==> src/ckdd_pkg.sv <==
// package: constants and types for the clock divider distribution block
`default_nettype none
package ckdd_pkg;
    // bus timing and lock window
    localparam int CLK_PERIOD_PS = 5000;
    localparam int LOCK_WIN_PS = 3250;
    localparam int LOCK_CYC_RAW = LOCK_WIN_PS / CLK_PERIOD_PS;
    localparam logic [3:0] LOCK_CYC = (LOCK_CYC_RAW < 1) ? 4'h1 :
        4'(LOCK_CYC_RAW);
    // register indices; byte address is four times the index
    localparam logic [9:0] IDX_UPDATE = 10'h00F;
    localparam logic [9:0] IDX_SYNC = 10'h0F0;
    localparam logic [9:0] IDX_STATUS = 10'h0F1;
    localparam logic [9:0] IDX_ZD = 10'h110;
    localparam logic [9:0] IDX_Q0R = 10'h140;
    localparam logic [9:0] IDX_Q0P = 10'h141;
    localparam logic [9:0] IDX_Q1R = 10'h146;
    localparam logic [9:0] IDX_Q1P = 10'h147;
    localparam logic [9:0] IDX_Q2R = 10'h14A;
    localparam logic [9:0] IDX_Q2P = 10'h14B;
    localparam logic [9:0] IDX_FB = 10'h201;
    localparam logic [9:0] IDX_REF = 10'h202;
    localparam logic [9:0] IDX_Q3R = 10'h240;
    localparam logic [9:0] IDX_Q3P = 10'h241;
    localparam logic [9:0] IDX_Q4R = 10'h244;
    localparam logic [9:0] IDX_Q4P = 10'h245;
    localparam logic [7:0] UPDATE_CMD = 8'h01;
    // storage slots
    localparam int NREG = 14;
    localparam int NDIV = 6;
    localparam logic [3:0] SL_NONE = 4'hF;
    // field positions
    localparam int FLD_LSB = 0;
    localparam int FLD_MSB = 5;
    localparam int PD_BIT = 6;
    localparam int SRC_BIT = 6;
    localparam int DBL_BIT = 0;
    localparam int RDIV_LSB = 1;
    localparam int RDIV_MSB = 3;
    // reset values: ratio field holds divide value minus one
    localparam logic [7:0] RST_ZD = 8'h00;
    localparam logic [7:0] RST_QR = 8'h03;
    localparam logic [7:0] RST_FB = 8'h20;
    localparam logic [7:0] RST_OTHER = 8'h00;
    // loop bandwidth band limits
    localparam logic [7:0] BAND_LO_MAX = 8'h17;
    localparam logic [7:0] BAND_MID_MAX = 8'h2F;
    // reference scaler periods in reference half periods
    localparam logic [4:0] REF_HALF [0:7] = '{5'h02, 5'h03, 5'h04,
        5'h06, 5'h08, 5'h0C, 5'h10, 5'h10};
    typedef enum logic [2:0] {
        BW_3M5 = 3'b001,
        BW_1M75 = 3'b010,
        BW_1M0 = 3'b100
    } ckdd_band_t;
    typedef struct packed {
        logic [5:0] ratio;
        logic [5:0] phase;
        logic pd;
        logic sync;
        logic tick;
    } ckdd_div_cfg_t;
endpackage
`default_nettype wire

==> src/ckdd_top.sv <==
// clock divider distribution: registers, integer loop scalers, dividers
//
// How it works
// - doubler off: phase detector gets reference over selected divide value
// - doubler on: phase detector gets twice the reference rate
// - three-bit field picks reference divide 1, 1.5, 2, 3, 4, 6, 8
// - eight-bit feedback ratio, software keeps it within 4 to 255
// - bandwidth band follows feedback value: 4-23, 24-47, 48-255
// - feedback value may change while running, no reset needed
// - lock reported only when reference and feedback edges land in the same clock cycle
// - five output groups: four, two, two, two and one drivers
// - six channel dividers with six-bit ratios, divide 1 to 64
// - ratio fields sit in low six bits of their own registers
// - dividers reset to divide by 4, zero-delay divider to 1
// - six-bit initial phase delays first edge by half input periods
// - phase fields in low six bits of their printed registers
// - bit 6 of the ratio registers of dividers zero to four powers that divider down
// - divider zero and zero-delay divider run from first loop divider
// - bit 6 picks first or second loop divider for dividers one, two
// - bit 6 picks oscillator or first loop divider for divider three
// - divider four always runs from the integer oscillator
// - sync input high holds a divider at its initial phase
// - staged settings reach the logic only on update write of 0x01
//
// Implementation choice: the Wishbone register port.
`default_nettype none
module ckdd_top import ckdd_pkg::*; (
    input wire logic clk_i,
    input wire logic rstn_i,
    input wire logic wb_cyc_i,
    input wire logic wb_stb_i,
    input wire logic wb_we_i,
    input wire logic [11:0] wb_adr_i,
    input wire logic [3:0] wb_sel_i,
    input wire logic [31:0] wb_dat_i,
    output logic [31:0] wb_dat_o,
    output logic wb_ack_o,
    input wire logic ref_edge_i,
    input wire logic m0_tick_i,
    input wire logic m1_tick_i,
    input wire logic vco_tick_i,
    output logic pfd_tick_o,
    output logic fb_tick_o,
    output logic lock_o,
    output logic [2:0] band_o,
    output logic [3:0] grp0_o,
    output logic [1:0] grp1_o,
    output logic [1:0] grp2_o,
    output logic [1:0] grp3_o,
    output logic grp4_o,
    output logic zd_clk_o
);
    ////////////////////////////////////////////////////////////////////////
    // slot numbering of the register storage
    localparam logic [3:0] SL_ZD = 4'h0;
    localparam logic [3:0] SL_Q0R = 4'h1;
    localparam logic [3:0] SL_Q0P = 4'h2;
    localparam logic [3:0] SL_Q1R = 4'h3;
    localparam logic [3:0] SL_Q1P = 4'h4;
    localparam logic [3:0] SL_Q2R = 4'h5;
    localparam logic [3:0] SL_Q2P = 4'h6;
    localparam logic [3:0] SL_FB = 4'h7;
    localparam logic [3:0] SL_REF = 4'h8;
    localparam logic [3:0] SL_Q3R = 4'h9;
    localparam logic [3:0] SL_Q3P = 4'hA;
    localparam logic [3:0] SL_Q4R = 4'hB;
    localparam logic [3:0] SL_Q4P = 4'hC;
    localparam logic [3:0] SL_SYNC = 4'hD;

    typedef struct packed {
        logic [NREG-1:0][7:0] staged;
        logic [NREG-1:0][7:0] active;
        logic ack;
        logic [31:0] rdat;
        logic [4:0] refcnt;
        logic pfd;
        logic [7:0] fbcnt;
        logic fb;
    } ckdd_top_st_t;

    ckdd_top_st_t st_ff;
    ckdd_top_st_t nxt_st;

    logic [9:0] idx;
    logic [3:0] slot;
    logic req;
    logic wr;
    logic upd_wr;
    logic dbl;
    logic [2:0] rsel;
    logic [7:0] fbval;
    logic lock;
    ckdd_band_t band;
    ckdd_div_cfg_t cfg [NDIV];
    logic [NDIV-1:0] div_clk;

    ////////////////////////////////////////////////////////////////////////
    // address decode
    function automatic logic [3:0] slot_of(input logic [9:0] a);
        case (a)
            IDX_ZD: slot_of = SL_ZD;
            IDX_Q0R: slot_of = SL_Q0R;
            IDX_Q0P: slot_of = SL_Q0P;
            IDX_Q1R: slot_of = SL_Q1R;
            IDX_Q1P: slot_of = SL_Q1P;
            IDX_Q2R: slot_of = SL_Q2R;
            IDX_Q2P: slot_of = SL_Q2P;
            IDX_FB: slot_of = SL_FB;
            IDX_REF: slot_of = SL_REF;
            IDX_Q3R: slot_of = SL_Q3R;
            IDX_Q3P: slot_of = SL_Q3P;
            IDX_Q4R: slot_of = SL_Q4R;
            IDX_Q4P: slot_of = SL_Q4P;
            IDX_SYNC: slot_of = SL_SYNC;
            default: slot_of = SL_NONE;
        endcase
    endfunction

    assign idx = wb_adr_i[11:2];
    assign slot = slot_of(idx);
    assign req = wb_cyc_i & wb_stb_i & ~st_ff.ack;
    assign wr = req & wb_we_i & wb_sel_i[0];
    assign upd_wr = wr & (idx == IDX_UPDATE) & (wb_dat_i[7:0] == UPDATE_CMD);

    ////////////////////////////////////////////////////////////////////////
    // decoded active settings
    assign dbl = st_ff.active[SL_REF][DBL_BIT];
    assign rsel = st_ff.active[SL_REF][RDIV_MSB:RDIV_LSB];
    assign fbval = st_ff.active[SL_FB];

    always_comb begin
        if (fbval <= BAND_LO_MAX) begin
            band = BW_3M5;
        end else if (fbval <= BAND_MID_MAX) begin
            band = BW_1M75;
        end else begin
            band = BW_1M0;
        end
    end

    // ratio, phase, power down and source fields
    always_comb begin
        for (int i = 0; i < NDIV; i++) begin
            cfg[i] = '0;
        end
        cfg[0].ratio = st_ff.active[SL_Q0R][FLD_MSB:FLD_LSB];
        cfg[1].ratio = st_ff.active[SL_Q1R][FLD_MSB:FLD_LSB];
        cfg[2].ratio = st_ff.active[SL_Q2R][FLD_MSB:FLD_LSB];
        cfg[3].ratio = st_ff.active[SL_Q3R][FLD_MSB:FLD_LSB];
        cfg[4].ratio = st_ff.active[SL_Q4R][FLD_MSB:FLD_LSB];
        cfg[5].ratio = st_ff.active[SL_ZD][FLD_MSB:FLD_LSB];
        cfg[0].phase = st_ff.active[SL_Q0P][FLD_MSB:FLD_LSB];
        cfg[1].phase = st_ff.active[SL_Q1P][FLD_MSB:FLD_LSB];
        cfg[2].phase = st_ff.active[SL_Q2P][FLD_MSB:FLD_LSB];
        cfg[3].phase = st_ff.active[SL_Q3P][FLD_MSB:FLD_LSB];
        cfg[4].phase = st_ff.active[SL_Q4P][FLD_MSB:FLD_LSB];
        cfg[5].phase = st_ff.active[SL_ZD][FLD_MSB:FLD_LSB];
        cfg[0].pd = st_ff.active[SL_Q0R][PD_BIT];
        cfg[1].pd = st_ff.active[SL_Q1R][PD_BIT];
        cfg[2].pd = st_ff.active[SL_Q2R][PD_BIT];
        cfg[3].pd = st_ff.active[SL_Q3R][PD_BIT];
        cfg[4].pd = st_ff.active[SL_Q4R][PD_BIT];
        cfg[0].tick = m0_tick_i;
        cfg[5].tick = m0_tick_i;
        cfg[1].tick = st_ff.active[SL_Q1P][SRC_BIT] ? m1_tick_i : m0_tick_i;
        cfg[2].tick = st_ff.active[SL_Q2P][SRC_BIT] ? m1_tick_i : m0_tick_i;
        cfg[3].tick = st_ff.active[SL_Q3P][SRC_BIT] ? m0_tick_i : vco_tick_i;
        cfg[4].tick = vco_tick_i;
        for (int i = 0; i < NDIV; i++) begin
            cfg[i].sync = st_ff.active[SL_SYNC][i];
        end
    end

    ////////////////////////////////////////////////////////////////////////
    // register file, scalers and feedback divider
    always_comb begin
        nxt_st = st_ff;
        nxt_st.ack = req;
        if (req && !wb_we_i) begin
            if (idx == IDX_STATUS) begin
                nxt_st.rdat = {28'h0000000, band, lock};
            end else if (slot != SL_NONE) begin
                nxt_st.rdat = {24'h000000, st_ff.staged[slot]};
            end else begin
                nxt_st.rdat = 32'h00000000;
            end
        end
        if (wr && slot != SL_NONE) begin
            nxt_st.staged[slot] = wb_dat_i[7:0];
        end
        if (upd_wr) begin
            nxt_st.active = st_ff.staged;
        end
        nxt_st.pfd = 1'b0;
        if (ref_edge_i) begin
            if (dbl) begin
                nxt_st.pfd = 1'b1;
                nxt_st.refcnt = 5'h00;
            end else if (st_ff.refcnt >= REF_HALF[rsel] - 5'h01) begin
                nxt_st.pfd = 1'b1;
                nxt_st.refcnt = 5'h00;
            end else begin
                nxt_st.refcnt = st_ff.refcnt + 5'h01;
            end
        end
        nxt_st.fb = 1'b0;
        if (vco_tick_i) begin
            if (st_ff.fbcnt + 8'h01 >= fbval) begin
                nxt_st.fb = 1'b1;
                nxt_st.fbcnt = 8'h00;
            end else begin
                nxt_st.fbcnt = st_ff.fbcnt + 8'h01;
            end
        end
    end

    always_ff @(posedge clk_i) begin
        if (!rstn_i) begin
            st_ff <= '0;
            st_ff.staged[SL_Q0R] <= RST_QR;
            st_ff.staged[SL_Q1R] <= RST_QR;
            st_ff.staged[SL_Q2R] <= RST_QR;
            st_ff.staged[SL_Q3R] <= RST_QR;
            st_ff.staged[SL_Q4R] <= RST_QR;
            st_ff.staged[SL_ZD] <= RST_ZD;
            st_ff.staged[SL_FB] <= RST_FB;
            st_ff.active[SL_Q0R] <= RST_QR;
            st_ff.active[SL_Q1R] <= RST_QR;
            st_ff.active[SL_Q2R] <= RST_QR;
            st_ff.active[SL_Q3R] <= RST_QR;
            st_ff.active[SL_Q4R] <= RST_QR;
            st_ff.active[SL_ZD] <= RST_ZD;
            st_ff.active[SL_FB] <= RST_FB;
        end else begin
            st_ff <= nxt_st;
        end
    end

    ////////////////////////////////////////////////////////////////////////
    // lock detector and channel dividers
    ckdd_lock_det u_lock (
        .clk_i(clk_i),
        .rstn_i(rstn_i),
        .pfd_i(st_ff.pfd),
        .fb_i(st_ff.fb),
        .lock_o(lock)
    );

    for (genvar g = 0; g < NDIV; g++) begin : g_div
        ckdd_chan_div u_div (
            .clk_i(clk_i),
            .rstn_i(rstn_i),
            .cfg_i(cfg[g]),
            .clk_o(div_clk[g])
        );
    end

    ////////////////////////////////////////////////////////////////////////
    // outputs
    assign wb_ack_o = st_ff.ack;
    assign wb_dat_o = st_ff.rdat;
    assign pfd_tick_o = st_ff.pfd;
    assign fb_tick_o = st_ff.fb;
    assign lock_o = lock;
    assign band_o = band;
    assign grp0_o = {4{div_clk[0]}};
    assign grp1_o = {2{div_clk[1]}};
    assign grp2_o = {2{div_clk[2]}};
    assign grp3_o = {2{div_clk[3]}};
    assign grp4_o = div_clk[4];
    assign zd_clk_o = div_clk[5];
endmodule // ckdd_top
`default_nettype wire

==> src/ckdd_chan_div.sv <==
// channel divider: ratio, initial phase, power down and sync hold
`default_nettype none
module ckdd_chan_div import ckdd_pkg::*; (
    input wire logic clk_i,
    input wire logic rstn_i,
    input wire ckdd_div_cfg_t cfg_i,
    output logic clk_o
);
    typedef struct packed {
        logic [5:0] cnt;
        logic [5:0] dly;
        logic halt;
        logic out;
    } ckdd_dv_st_t;
    ckdd_dv_st_t st_ff;
    ckdd_dv_st_t nxt_st;

    always_comb begin
        nxt_st = st_ff;
        nxt_st.halt = cfg_i.pd | (st_ff.halt & ~cfg_i.sync);
        if (cfg_i.sync | nxt_st.halt) begin
            nxt_st.cnt = 6'h00;
            nxt_st.dly = cfg_i.phase;
            nxt_st.out = 1'b0;
        end else if (cfg_i.tick) begin
            if (st_ff.dly != 6'h00) begin
                nxt_st.dly = st_ff.dly - 6'h01;
            end else if (st_ff.cnt == cfg_i.ratio) begin
                nxt_st.cnt = 6'h00;
                nxt_st.out = ~st_ff.out;
            end else begin
                nxt_st.cnt = st_ff.cnt + 6'h01;
            end
        end
    end

    always_ff @(posedge clk_i) begin
        if (!rstn_i) begin
            st_ff <= '0;
        end else begin
            st_ff <= nxt_st;
        end
    end

    assign clk_o = st_ff.out;
endmodule // ckdd_chan_div
`default_nettype wire

==> src/ckdd_lock_det.sv <==
// phase error lock detector for the integer loop
`default_nettype none
module ckdd_lock_det import ckdd_pkg::*; (
    input wire logic clk_i,
    input wire logic rstn_i,
    input wire logic pfd_i,
    input wire logic fb_i,
    output logic lock_o
);
    typedef struct packed {
        logic pend_ref;
        logic pend_fb;
        logic [3:0] cnt;
        logic lock;
    } ckdd_ld_st_t;
    ckdd_ld_st_t st_ff;
    ckdd_ld_st_t nxt_st;
    logic pend;
    // elapsed cycles, one bit wider so a saturated count cannot wrap
    logic [4:0] age;

    always_comb begin
        nxt_st = st_ff;
        pend = st_ff.pend_ref | st_ff.pend_fb;
        age = {1'b0, st_ff.cnt} + 5'h01;
        if (pend && st_ff.cnt != 4'hF) begin
            nxt_st.cnt = st_ff.cnt + 4'h1;
        end
        if (pfd_i & fb_i) begin
            nxt_st.lock = 1'b1;
            nxt_st.pend_ref = 1'b0;
            nxt_st.pend_fb = 1'b0;
        end else if ((pfd_i & st_ff.pend_fb) | (fb_i & st_ff.pend_ref)) begin
            nxt_st.lock = age < {1'b0, LOCK_CYC};
            nxt_st.pend_ref = 1'b0;
            nxt_st.pend_fb = 1'b0;
        end else if (pfd_i | fb_i) begin
            // a repeated edge on one side is a slipped cycle
            if (pend) begin
                nxt_st.lock = 1'b0;
            end
            nxt_st.pend_ref = pfd_i;
            nxt_st.pend_fb = fb_i;
            nxt_st.cnt = 4'h0;
        end else if (pend && age >= {1'b0, LOCK_CYC}) begin
            nxt_st.lock = 1'b0;
        end
    end

    always_ff @(posedge clk_i) begin
        if (!rstn_i) begin
            st_ff <= '0;
        end else begin
            st_ff <= nxt_st;
        end
    end

    assign lock_o = st_ff.lock;
endmodule // ckdd_lock_det
`default_nettype wire

==> config.mk <==
export PLATFORM = sky130hd
export DESIGN_NAME = ckdd_top
export DESIGN_NICKNAME = d
export VERILOG_FILES = /design/src/ckdd_pkg.sv /design/src/ckdd_top.sv /design/src/ckdd_chan_div.sv /design/src/ckdd_lock_det.sv
export SDC_FILE = /design/constraint.sdc
export NUM_CORES = 1
export LEC_CHECK = 0
export ABC_CLOCK_PERIOD_IN_PS = 7470
export BUFFER_PORTS_ARGS = -buffer_cell sky130_fd_sc_hd__buf_2
export CAP_MARGIN = 40
export CELL_PAD_IN_SITES_DETAIL_PLACEMENT = 1
export CELL_PAD_IN_SITES_GLOBAL_PLACEMENT = 1
export CORE_MARGIN = 3
export CORE_UTILIZATION = 50
export CTS_CLUSTER_DIAMETER = 80
export DETAILED_ROUTE_END_ITERATION = 16
export PLACE_DENSITY = 0.93
export RECOVER_POWER = 100
export SYNTH_ARGS = -nofsm -noshare
export SYNTH_HDL_FRONTEND = slang
export SYNTH_HIERARCHICAL = 1
export SYNTH_SLANG_ARGS = --single-unit
==> constraint.sdc <==
create_clock -name clk_i -period 7.47 [get_ports clk_i]
set_input_delay 1.494 -clock clk_i [delete_from_list [all_inputs] [get_ports clk_i]]
set_output_delay 1.494 -clock clk_i [all_outputs]
set_load 0.02 [all_outputs]
Word level (Yosys, flattened, before mapping)
Memories as Yosys holds them, arrays and structs flattened.
Cells that the tools add are included.
Word-level totals
  register bits: 343
  bits in read-only memories: 40
  input port bits: 57
  logic and storage cells: 271
  memories kept: 1
Cells by class
  add/sub/neg operators: 17
  order comparisons: 9
  equality and inequality tests: 26
  mux-type cells: 53
  bitwise gates (word level): 50
  reduce and logical (&&, ||, !) cells: 53
Memory list
  (name not given): words 8, width 5, rd ports 1, clocked after memory_dff 0, write ports 0, line ckdd_top.sv:199  | end else if (st_ff.refcnt >= REF_HALF[rsel] - 5'h01) begin
Operator list (count)
  2-to-1 mux 6 bit: 25
  bitwise mux 112 bit: 1
  equality test 10 x 9 -> 1 bit (second input constant): 7
  equality test 10 bit (second input constant): 6
  one-hot mux 4 bit (14 select lines): 1
  2-to-1 mux 8 bit: 5
  adder 6 x 1 -> 6 bit (second input constant): 6
  equality test 6 bit: 6
  nonzero test 6 bit: 6
  subtractor 6 x 1 -> 6 bit (second input constant): 6
  binary-select mux 8 bit (select 4 bit): 1
  demux 8 bit (select 4 bit): 1
  AND reduction 2 bit: 15
  nonzero test 2 bit: 12
  equality test 10 x 8 -> 1 bit (second input constant): 2
  NOT 1 bit: 20
  AND reduction 3 bit: 6
  2-to-1 mux 4 bit: 4
  AND 1 bit: 15
  2-to-1 mux 5 bit: 3
  bitwise OR 1 bit: 14
  OR reduction 2 bit: 6
  equality test 10 x 4 -> 1 bit (second input constant): 1
  2-to-1 mux 1 bit: 10
  23 further kinds: 29

Depth between registers and ports, before layout
Gate-level depths: netlist of run 1.
  depth after elaboration: 8
  gate-level depth with buffers: 13

Cells and area by module
Netlist of run 1, hierarchy kept.
By module, submodules not included
  ckdd_top: instances 1, cells each 1222, area each 10099.7 µm²
  ckdd_chan_div: instances 6, cells each 92, area each 792.0 µm²
  ckdd_lock_det: instances 1, cells each 47, area each 422.9 µm²

Worst setup path after synthesis of run 1
OpenSTA, ideal clock, no wires.
  kind: input to register
  start: input port wb_adr_i[10]
  end: register st_ff (netlist bit wb_dat_o[2])
  setup time: 117 ps
  data arrival time: 3456 ps
  setup slack: 3898 ps
  cell stages on the path: 11
  cell sequence: clkbuf_1 and4b_1 nand2_1 o32a_1 and3_1 buf_6 and3_1 buf_6 a221oi_1 a211oi_1 a22o_1
Between the ends
  cells in the longest elaborated chain, start to end: 6
  elaborated cells on any way between the ends: 21
  those cells by class: 16 x eq/ne; 5 x mux
Ends and longest elaborated chain
  start, declared: line ckdd_top.sv:33  | input wire logic [11:0] wb_adr_i,
  equality test 10 x 8 -> 1 bit, or another cell as far along: line ckdd_top.sv:100  | case (a)
  one-hot mux 4 bit (14 select lines): line ckdd_top.sv:100
  binary-select mux 8 bit (select 4 bit): line ckdd_top.sv:183  | nxt_st.rdat = {24'h000000, st_ff.staged[slot]};
  2-to-1 mux 8 bit (not written as such): line ckdd_top.sv:183
  2-to-1 mux 8 bit: line ckdd_top.sv:182  | end else if (slot != SL_NONE) begin
  2-to-1 mux 8 bit (*): line ckdd_top.sv:180  | if (idx == IDX_STATUS) begin
  end signal, assigned: line ckdd_top.sv:235  | st_ff <= nxt_st;
  end, declared: line ckdd_top.sv:81  | ckdd_top_st_t st_ff;
Mark *: on every way between the ends. The rest lies on a longest branch, timed or not. The select of a mux whose other input is x is not followed.
A chain may end at the register's enable or synchronous reset.

Worst setup path in the final report of run 1
  start: input port rstn_i
  end: register st_ff[167] in the netlist's numbering
RTL lines
  start, declared: line ckdd_top.sv:29  | input wire logic rstn_i,
No word-level cell between the ends.

==> impl_metrics.py, run 1 <==
metrics = {
    "status": {
        "outcome": "finished with violations",
        "violations": "capacitance limit, slew limit",
    },
    "power_and_ir_drop": {
        "p_leak_nw": 6.31,
        "power.density_nw_per_um2": 267,
        "internal_power_mw": 3.20,
        "vdd_drop_max_mv": 0.123,
        "pwr-share-clk_pct": 41.8,
        "switching_power_mw": 1.30,
        "p_comb_share_pct": 16.0,
        "p_seq_share_pct": 42.2,
        "p_sw_share_pct": 28.8,
    },
    "logic_synthesis": {
        "seq_area_frac_synth_pct": 41.8,
        "synth_edf_count": 0,
        "synthMuxAreaShare_pct": 5.65,
        "synth_cells": 1821,
        "ys_top_cells_by_area": "dfxtp_1, nand2_1, a21oi_1",
        "synth_top_cell_by_area": "dfxtp_1",
        "syn-cell-area_sq_um": 15300,
        "synth_compound_area_share_pct": 16.6,
        "synthArstFlopShare_pct": 0,
        "synth.top_cell.area_share_pct": 41.8,
        "avgSynthCellArea_sq_um": 8.39,
        "synthAdderAreaFrac_pct": 2.95,
        "synth_top_flop_cell": "dfxtp_1",
        "synth_cell_type_count": 78,
        "synthSimpleGateAreaFrac_pct": 22.7,
        "synth_top_family_by_area": "simple AND/OR/NAND/NOR gates",
        "synthXorXnorAreaFrac_pct": 4.59,
        "yosys_warnings": 6,
        "ys_seq_elements": 319,
    },
    "setup_path": {
        "path_class": "in2reg",
        "path_cells": "buf_2 -> clkbuf_1 -> inv_6 -> clkbuf_2 -> clkbuf_2 -> nor2_1",
        "cp-start-kind": "input port",
        "max_stage_delay_ps": 1830,
        "worstPathArrival_ps": 6020,
        "r2r_cells": 7,
        "cpMostUsedCell": "clkbuf_2",
        "cp-end-kind": "register",
        "critPathMaxFanout": 123,
        "cp.required_ps": 7800,
        "cpMaxStageDelayCell": "clkbuf_2",
    },
    "clocking": {
        "post_cts_resized": 0,
        "holdBufCountCts": 0,
        "cts_inserted_buffers": 35,
        "clock_sinks": 319,
        "clk_pin_slew_worst_paths_ps": 60,
        "cts-root-buf": "clkbuf_16",
        "clock_path_buffers": 3,
        "h-tree-depth": 2,
        "post_cts_buffers": 0,
        "cts_tree": "yes",
        "clk_latency_ps": 530,
    },
    "final_layout": {
        "synthToLayoutAreaGrowth_pct": 10.0,
        "fillCellCount": 3507,
        "final_layout_size_suffix_gt1_share_pct": 8.40,
        "utilization_pct": 56.3,
        "final_nets": 1927,
        "mostFrequentLayoutCells": "nand2_1, dfxtp_1, a21oi_1",
        "final_common_cell": "nand2_1",
    },
    "place": {
        "gp_congestion": 0.940,
        "port_buffers": 54,
        "hpwlAfterDp_um": 31500,
    },
    "routing": {
        "drc_errors": 0,
        "drt_iter0_markers": 1328,
        "routedWlPerCell_um": 23.3,
        "first_pass_iters": 6,
        "ant_nets": 0,
        "viasPerCell": 6.37,
        "drt-total-wl_um": 52500,
        "vias": 14349,
    },
    "sta": {
        "setup_viol": 0,
        "tightest_slew_ps": 2610,
        "finalClockSkew_ps": 12.6,
        "relSlewSlack_pct": -73.7,
        "final.period_utilization_pct": 76.2,
        "final_hold_viol_count": 0,
        "drv_slew": 208,
        "fmax_mhz": 176,
        "rsz0062_at_grt": "no",
        "min_period_ps": 5690,
        "fin_setup_tns_ps": 0,
    },
    "global_route": {
        "grt_first_pass_wirelength_um": 83700,
        "grt_use_total_pct": 31.1,
        "grt.overflow.total": 0,
        "antenna_found_initial": 3,
        "grt_pass1_vias": 15134,
        "grt_max_degree": 124,
    },
    "floorplanning": {
        "die_y_um": 181,
        "start_util_pct": 51.1,
        "die_area_sq_um": 32700,
        "core_sq_um": 29900,
        "rows": 63,
        "io_pins": 108,
        "fp.dieW_um": 181,
    },
    "min_path": {
        "min_path_type": "reg2reg",
        "hold_path_depth": 2,
    },
    "flow_run": {
        "drv_cap": 3,
    },
}
## final cells by class
class / instances / area [sq um] / area share (%)
timing repair buffer: 81 / 455 / 2.71
multi-input combinational: 1355 / 8080 / 48.1
antenna: 4 / 10.0 / 0.0596
clock buffer: 49 / 1030 / 6.13
clock inverter: 12 / 190 / 1.13
inverter: 42 / 163 / 0.968
sequential: 319 / 6390 / 38.0
tap: 390 / 488 / 2.90
## flip-flops by register name, summed over array words and instances (netlist names)
register,cells
wb_dat_o,8
pfd_tick_o,1
dbl,1
st_ff,128
fb_tick_o,1
g_div.u_div/clk_o,6
cfg,77
g_div.u_div/st_ff,78
rsel,3
wb_ack_o,1
u_lock/lock_o,1
fbval,8
u_lock/st_ff,6
## layer usage
metal	vias up	track usage (%)	wire length, um
li1	6302	-	-
met1	7062	35.8	19700
met2	720	54.7	25800
met3	265	5.86	3840
met4	0	16.6	3190
met5	-	0	0
## cell families after synthesis
logic type	count (synthesis)
buffers and inverters	172
flip-flops	319
other	1
XOR/XNOR	80
adder cells (fa/ha/maj)	36
AND/OR/NAND/NOR	725
AO/OA/AOI/OAI	403
multiplexers	85
## power groups by stage
stage                     sequential [mW]  clock [mW]  combinational [mW]
after floorplan                      1.90           0               0.539
after global placement               1.91           0               0.622
after detailed placement             1.92           0               0.690
after CTS                            1.89        1.89               0.719
after global routing                 1.91        1.96               0.796
final                                1.90        1.88               0.719
## final timing paths
| path | from | end | slack (ps) |
|---|---|---|---|
| max | rstn_i | st_ff[167]$_SDFFE_PN0P_ | 1780 |
| min | cfg[34]$_SDFFE_PN0P_ | cfg[34]$_SDFFE_PN0P_ | 460 |
| max reg2reg | wb_ack_o$_SDFF_PN0_ | cfg[50]$_SDFFE_PN0P_ | 3820 |
| min reg2reg | cfg[34]$_SDFFE_PN0P_ | cfg[34]$_SDFFE_PN0P_ | 460 |
## worst max-delay path, delay by kind of cell
| kind | cells | cell delay, ps |
|---|---|---|
| AND/OR/NAND/NOR | 1 | 190 |
| buffers and inverters | 5 | 4190 |
## metrics by stage
| step | std cells | power, mW | hold slack [ps] | cell area (sq um) | setup WS, ps |
|---|---|---|---|---|---|
| 2_1_floorplan | 1846 | 2.44 | 429 | 15400 | 3900 |
| 3_3_place_gp | 2177 | 2.54 | 437 | 15600 | 2670 |
| 3_5_place_dp | 2187 | 2.61 | 445 | 15700 | 2850 |
| 4_1_cts | 2248 | 4.50 | 457 | 16900 | 3290 |
| 5_1_grt | 2251 | 4.66 | 476 | 16800 | 1460 |
| 6_report | 2252 | 4.49 | 456 | 16800 | 1780 |
## synthesized netlist by cell type, types with 6 or more instances
| library cell | count |
|---|---|
| buf_4 | 46 |
| buf_2 | 8 |
| a22oi_1 | 7 |
| nand3_1 | 80 |
| mux2_1 | 6 |
| xnor2_1 | 47 |
| a211oi_1 | 26 |
| a221oi_1 | 7 |
| nor2_4 | 8 |
| a22o_1 | 7 |
| nand4_1 | 19 |
| o22a_1 | 20 |
| nor2b_1 | 12 |
| o21bai_2 | 6 |
| nand2b_1 | 14 |
| and3_1 | 21 |
| clkbuf_1 | 71 |
| inv_1 | 41 |
| a21bo_2 | 6 |
| dfxtp_1 | 319 |
| nor2_1 | 138 |
| nor3_2 | 6 |
| nor4bb_1 | 7 |
| mux2i_1 | 75 |
| o22ai_1 | 11 |
| o221ai_1 | 18 |
| o21ai_0 | 52 |
| a21oi_1 | 200 |
| nand4_2 | 6 |
| ha_1 | 36 |
| or3_1 | 13 |
| xor2_1 | 33 |
| a21oi_2 | 6 |
| a21o_1 | 8 |
| nor3_1 | 26 |
| or4b_1 | 6 |
| nand2_1 | 329 |
Power figures use the tool's default switching activity.
==> run 2, diff against run 1 <==
--- a/config.mk
+++ b/config.mk
@@ -5,16 +5,16 @@
 export SDC_FILE = /design/constraint.sdc
 export NUM_CORES = 1
 export LEC_CHECK = 0
-export ABC_CLOCK_PERIOD_IN_PS = 7470
+export ABC_CLOCK_PERIOD_IN_PS = 4970
 export BUFFER_PORTS_ARGS = -buffer_cell sky130_fd_sc_hd__buf_2
 export CAP_MARGIN = 40
 export CELL_PAD_IN_SITES_DETAIL_PLACEMENT = 1
 export CELL_PAD_IN_SITES_GLOBAL_PLACEMENT = 1
 export CORE_MARGIN = 3
-export CORE_UTILIZATION = 50
+export CORE_UTILIZATION = 42
 export CTS_CLUSTER_DIAMETER = 80
 export DETAILED_ROUTE_END_ITERATION = 16
-export PLACE_DENSITY = 0.93
+export PLACE_DENSITY = 0.84
 export RECOVER_POWER = 100
 export SYNTH_ARGS = -nofsm -noshare
 export SYNTH_HDL_FRONTEND = slang
==> constraint.sdc (replaced) <==
create_clock -name clk_i -period 4.97 [get_ports clk_i]
set_input_delay 0.994 -clock clk_i [delete_from_list [all_inputs] [get_ports clk_i]]
set_output_delay 0.994 -clock clk_i [all_outputs]
set_load 0.02 [all_outputs]
==> run 2 against run 1 <==
  * The run still ends with capacitance limit, slew limit left
  * Critical path depth increased by 4
  * Core utilization decreased by 9.2 points
  * Register-to-register slack got worse by 2600 ps
  * Flip-flop and latch count unchanged
  * Clock-buffer cell count increased by 5
  * Highest routed layer unchanged
  * Setup slack got worse by 880 ps
  * Clock power increased by 44%
  * Hold slack got worse by 3.2 ps
  * Clock skew increased by 3.8 ps
  * Cell count increased by 3.4%
  * Combinational power increased by 40%
  * Routed wire length decreased by 16%
  * Critical endpoint is now cfg[49]$_SDFFE_PN0P_
==> impl_metrics.py, run 2 (synthesis results as in run 1) <==
metrics = {
    "sta": {
        "rsz0062_at_grt": "no",
        "relSlewSlack_pct": -31.1,
        "drv_slew": 87,
        "tightest_slew_ps": 1970,
        "fin_setup_tns_ps": 0,
        "setup_viol": 0,
        "final_hold_viol_count": 0,
        "min_period_ps": 4070,
        "finalClockSkew_ps": 16.4,
        "fmax_mhz": 246,
        "final.period_utilization_pct": 81.9,
    },
    "setup_path": {
        "reg2reg_from": "wb_ack_o$_SDFF_PN0_",
        "path_class": "in2reg",
        "r2r_slack_ps": 1200,
        "r2r_cells": 8,
        "cp-start-kind": "input port",
        "cpMostUsedCell": "nand2_1",
        "cp.required_ps": 5370,
        "max_stage_delay_ps": 1430,
        "cpMaxStageDelayCell": "clkbuf_1",
        "worstPathArrival_ps": 4480,
        "cp-end-kind": "register",
        "critPathMaxFanout": 47,
        "timing.rr.end": "cfg[49]$_SDFFE_PN0P_",
        "path_cells": "buf_2 -> nand2_1 -> nor2_1 -> nand3_1 -> nor3_1 -> and4_1 -> buf_12 -> clkbuf_1 -> nand2_1 -> a21oi_1",
    },
    "global_route": {
        "grt_pass1_vias": 13533,
        "grt_max_degree": 84,
        "grt_use_total_pct": 22.1,
        "grt.overflow.total": 0,
        "antenna_found_initial": 2,
        "grt_first_pass_wirelength_um": 70300,
    },
    "power_and_ir_drop": {
        "vdd_drop_max_mv": 0.199,
        "power.density_nw_per_um2": 389,
        "p_seq_share_pct": 43.3,
        "internal_power_mw": 4.75,
        "p_leak_nw": 6.28,
        "p_sw_share_pct": 27.4,
        "p_comb_share_pct": 15.4,
        "pwr-share-clk_pct": 41.3,
        "power_mw": 6.54,
        "switching_power_mw": 1.79,
    },
    "clocking": {
        "post_cts_buffers": 0,
        "clk_pin_slew_worst_paths_ps": 60,
        "cts_tree": "yes",
        "h-tree-depth": 2,
        "clock_sinks": 319,
        "clk_latency_ps": 510,
        "cts_inserted_buffers": 36,
        "clock_path_buffers": 3,
        "post_cts_resized": 0,
        "cts-root-buf": "clkbuf_16",
        "holdBufCountCts": 0,
    },
    "place": {
        "dp.cells": 2262,
        "port_buffers": 54,
        "gp_congestion": 0.921,
        "hpwlAfterDp_um": 30600,
    },
    "final_layout": {
        "multi_input_area_sq_um": 8040,
        "largest_register_ff_count": 128,
        "fillCellCount": 4250,
        "final_common_cell": "nand2_1",
        "regArea_sq_um": 6390,
        "final_nets": 1933,
        "synthToLayoutAreaGrowth_pct": 10.1,
        "top_register": "st_ff",
        "final_layout_size_suffix_gt1_share_pct": 7.77,
        "mostFrequentLayoutCells": "nand2_1, dfxtp_1, a21oi_1",
        "fin_cells": 2328,
    },
    "status": {
        "violations": "capacitance limit, slew limit",
        "outcome": "finished with violations",
    },
    "routing": {
        "viasPerCell": 5.68,
        "drt_iter0_markers": 831,
        "ant_nets": 0,
        "vias": 13224,
        "drc_errors": 0,
        "first_pass_iters": 5,
        "drt-total-wl_um": 43800,
        "routedWlPerCell_um": 18.8,
    },
    "flow_run": {
        "drv_cap": 2,
    },
    "floorplanning": {
        "fp.dieW_um": 197,
        "rows": 69,
        "start_util_pct": 42.7,
        "core_sq_um": 35700,
        "die_y_um": 197,
        "die_area_sq_um": 38700,
        "io_pins": 108,
    },
    "min_path": {
        "hold_path_depth": 2,
        "min_from": "cfg[83]$_SDFFE_PN0P_",
        "hold-path-endpoint": "cfg[83]$_SDFFE_PN0P_",
        "min_path_type": "reg2reg",
    },
}
run 2: cell types whose count changed in the layout (fill, tap and decap cells not counted), moves of 3 or more:
| cell | change |
|---|---|
| clkbuf_1 | +9 |
| buf_4 | +7 |
| nor2_1 | +5 |
| buf_2 | -4 |
| clkbuf_8 | +3 |
| nor2_2 | -3 |
run 2: routing by layer:
metal  GRT usage [%]  up-vias  share of wire [%]
li1                -     6320                  -
met1            27.5     6512                 43
met2            38.9      288                 49
met3            3.03      104                4.0
met4            8.42        0                3.5
met5               0        -                  0
run 2: worst max-delay path, delay by kind of cell:
kind | cells | cell delay [ps]
AO/OA/AOI/OAI | 1 | 250
buffers and inverters | 3 | 1730
AND/OR/NAND/NOR | 6 | 1470
run 2: layout make-up:
type | instances | area share [%]
Multi-Input combinational cell | 1355 | 47.8
Sequential cell | 319 | 38.0
Antenna cell | 2 | 0.0297
Clock inverter | 9 | 0.736
Clock buffer | 54 | 6.42
Timing Repair Buffer | 86 | 2.67
Tap cell | 461 | 3.43
Inverter | 42 | 0.967
run 2: per-stage QoR:
stage	util (%)	hold slack [ps]	cell area (sq um)	worst slack (ps)
after detailed placement	44.1	446	15800	980
after global placement	44.0	439	15700	1090
final	47.1	453	16800	898
after CTS	47.5	455	17000	1470
after floorplan	-	429	15400	1900
after global routing	47.1	476	16800	534
run 2: power groups by stage:
stage / sequential, mW / combinational, mW / clock [mW]
finish: 2.83 / 1.01 / 2.70
global route: 2.85 / 1.14 / 2.86
CTS: 2.83 / 1.02 / 2.75
detailed placement: 2.89 / 1.02 / 0
global placement: 2.88 / 0.947 / 0
floorplan: 2.85 / 0.811 / 0
run 2: worst max path at each step:
stage                             from                  endpoint  slack (ps)  depth (start not counted)
after detailed placement   wb_adr_i[2]  wb_dat_o[5]$_SDFFE_PN0P_         980                         11
after global routing       wb_adr_i[6]      cfg[49]$_SDFFE_PN0P_         530                          7
after CTS                  wb_adr_i[2]  wb_dat_o[0]$_SDFFE_PN0P_        1470                         10
final                         wb_cyc_i      cfg[49]$_SDFFE_PN0P_         900                         10
after global placement     wb_adr_i[2]  wb_dat_o[5]$_SDFFE_PN0P_        1090                         11
after floorplan           wb_adr_i[10]  wb_dat_o[2]$_SDFFE_PN0P_        1900                         11
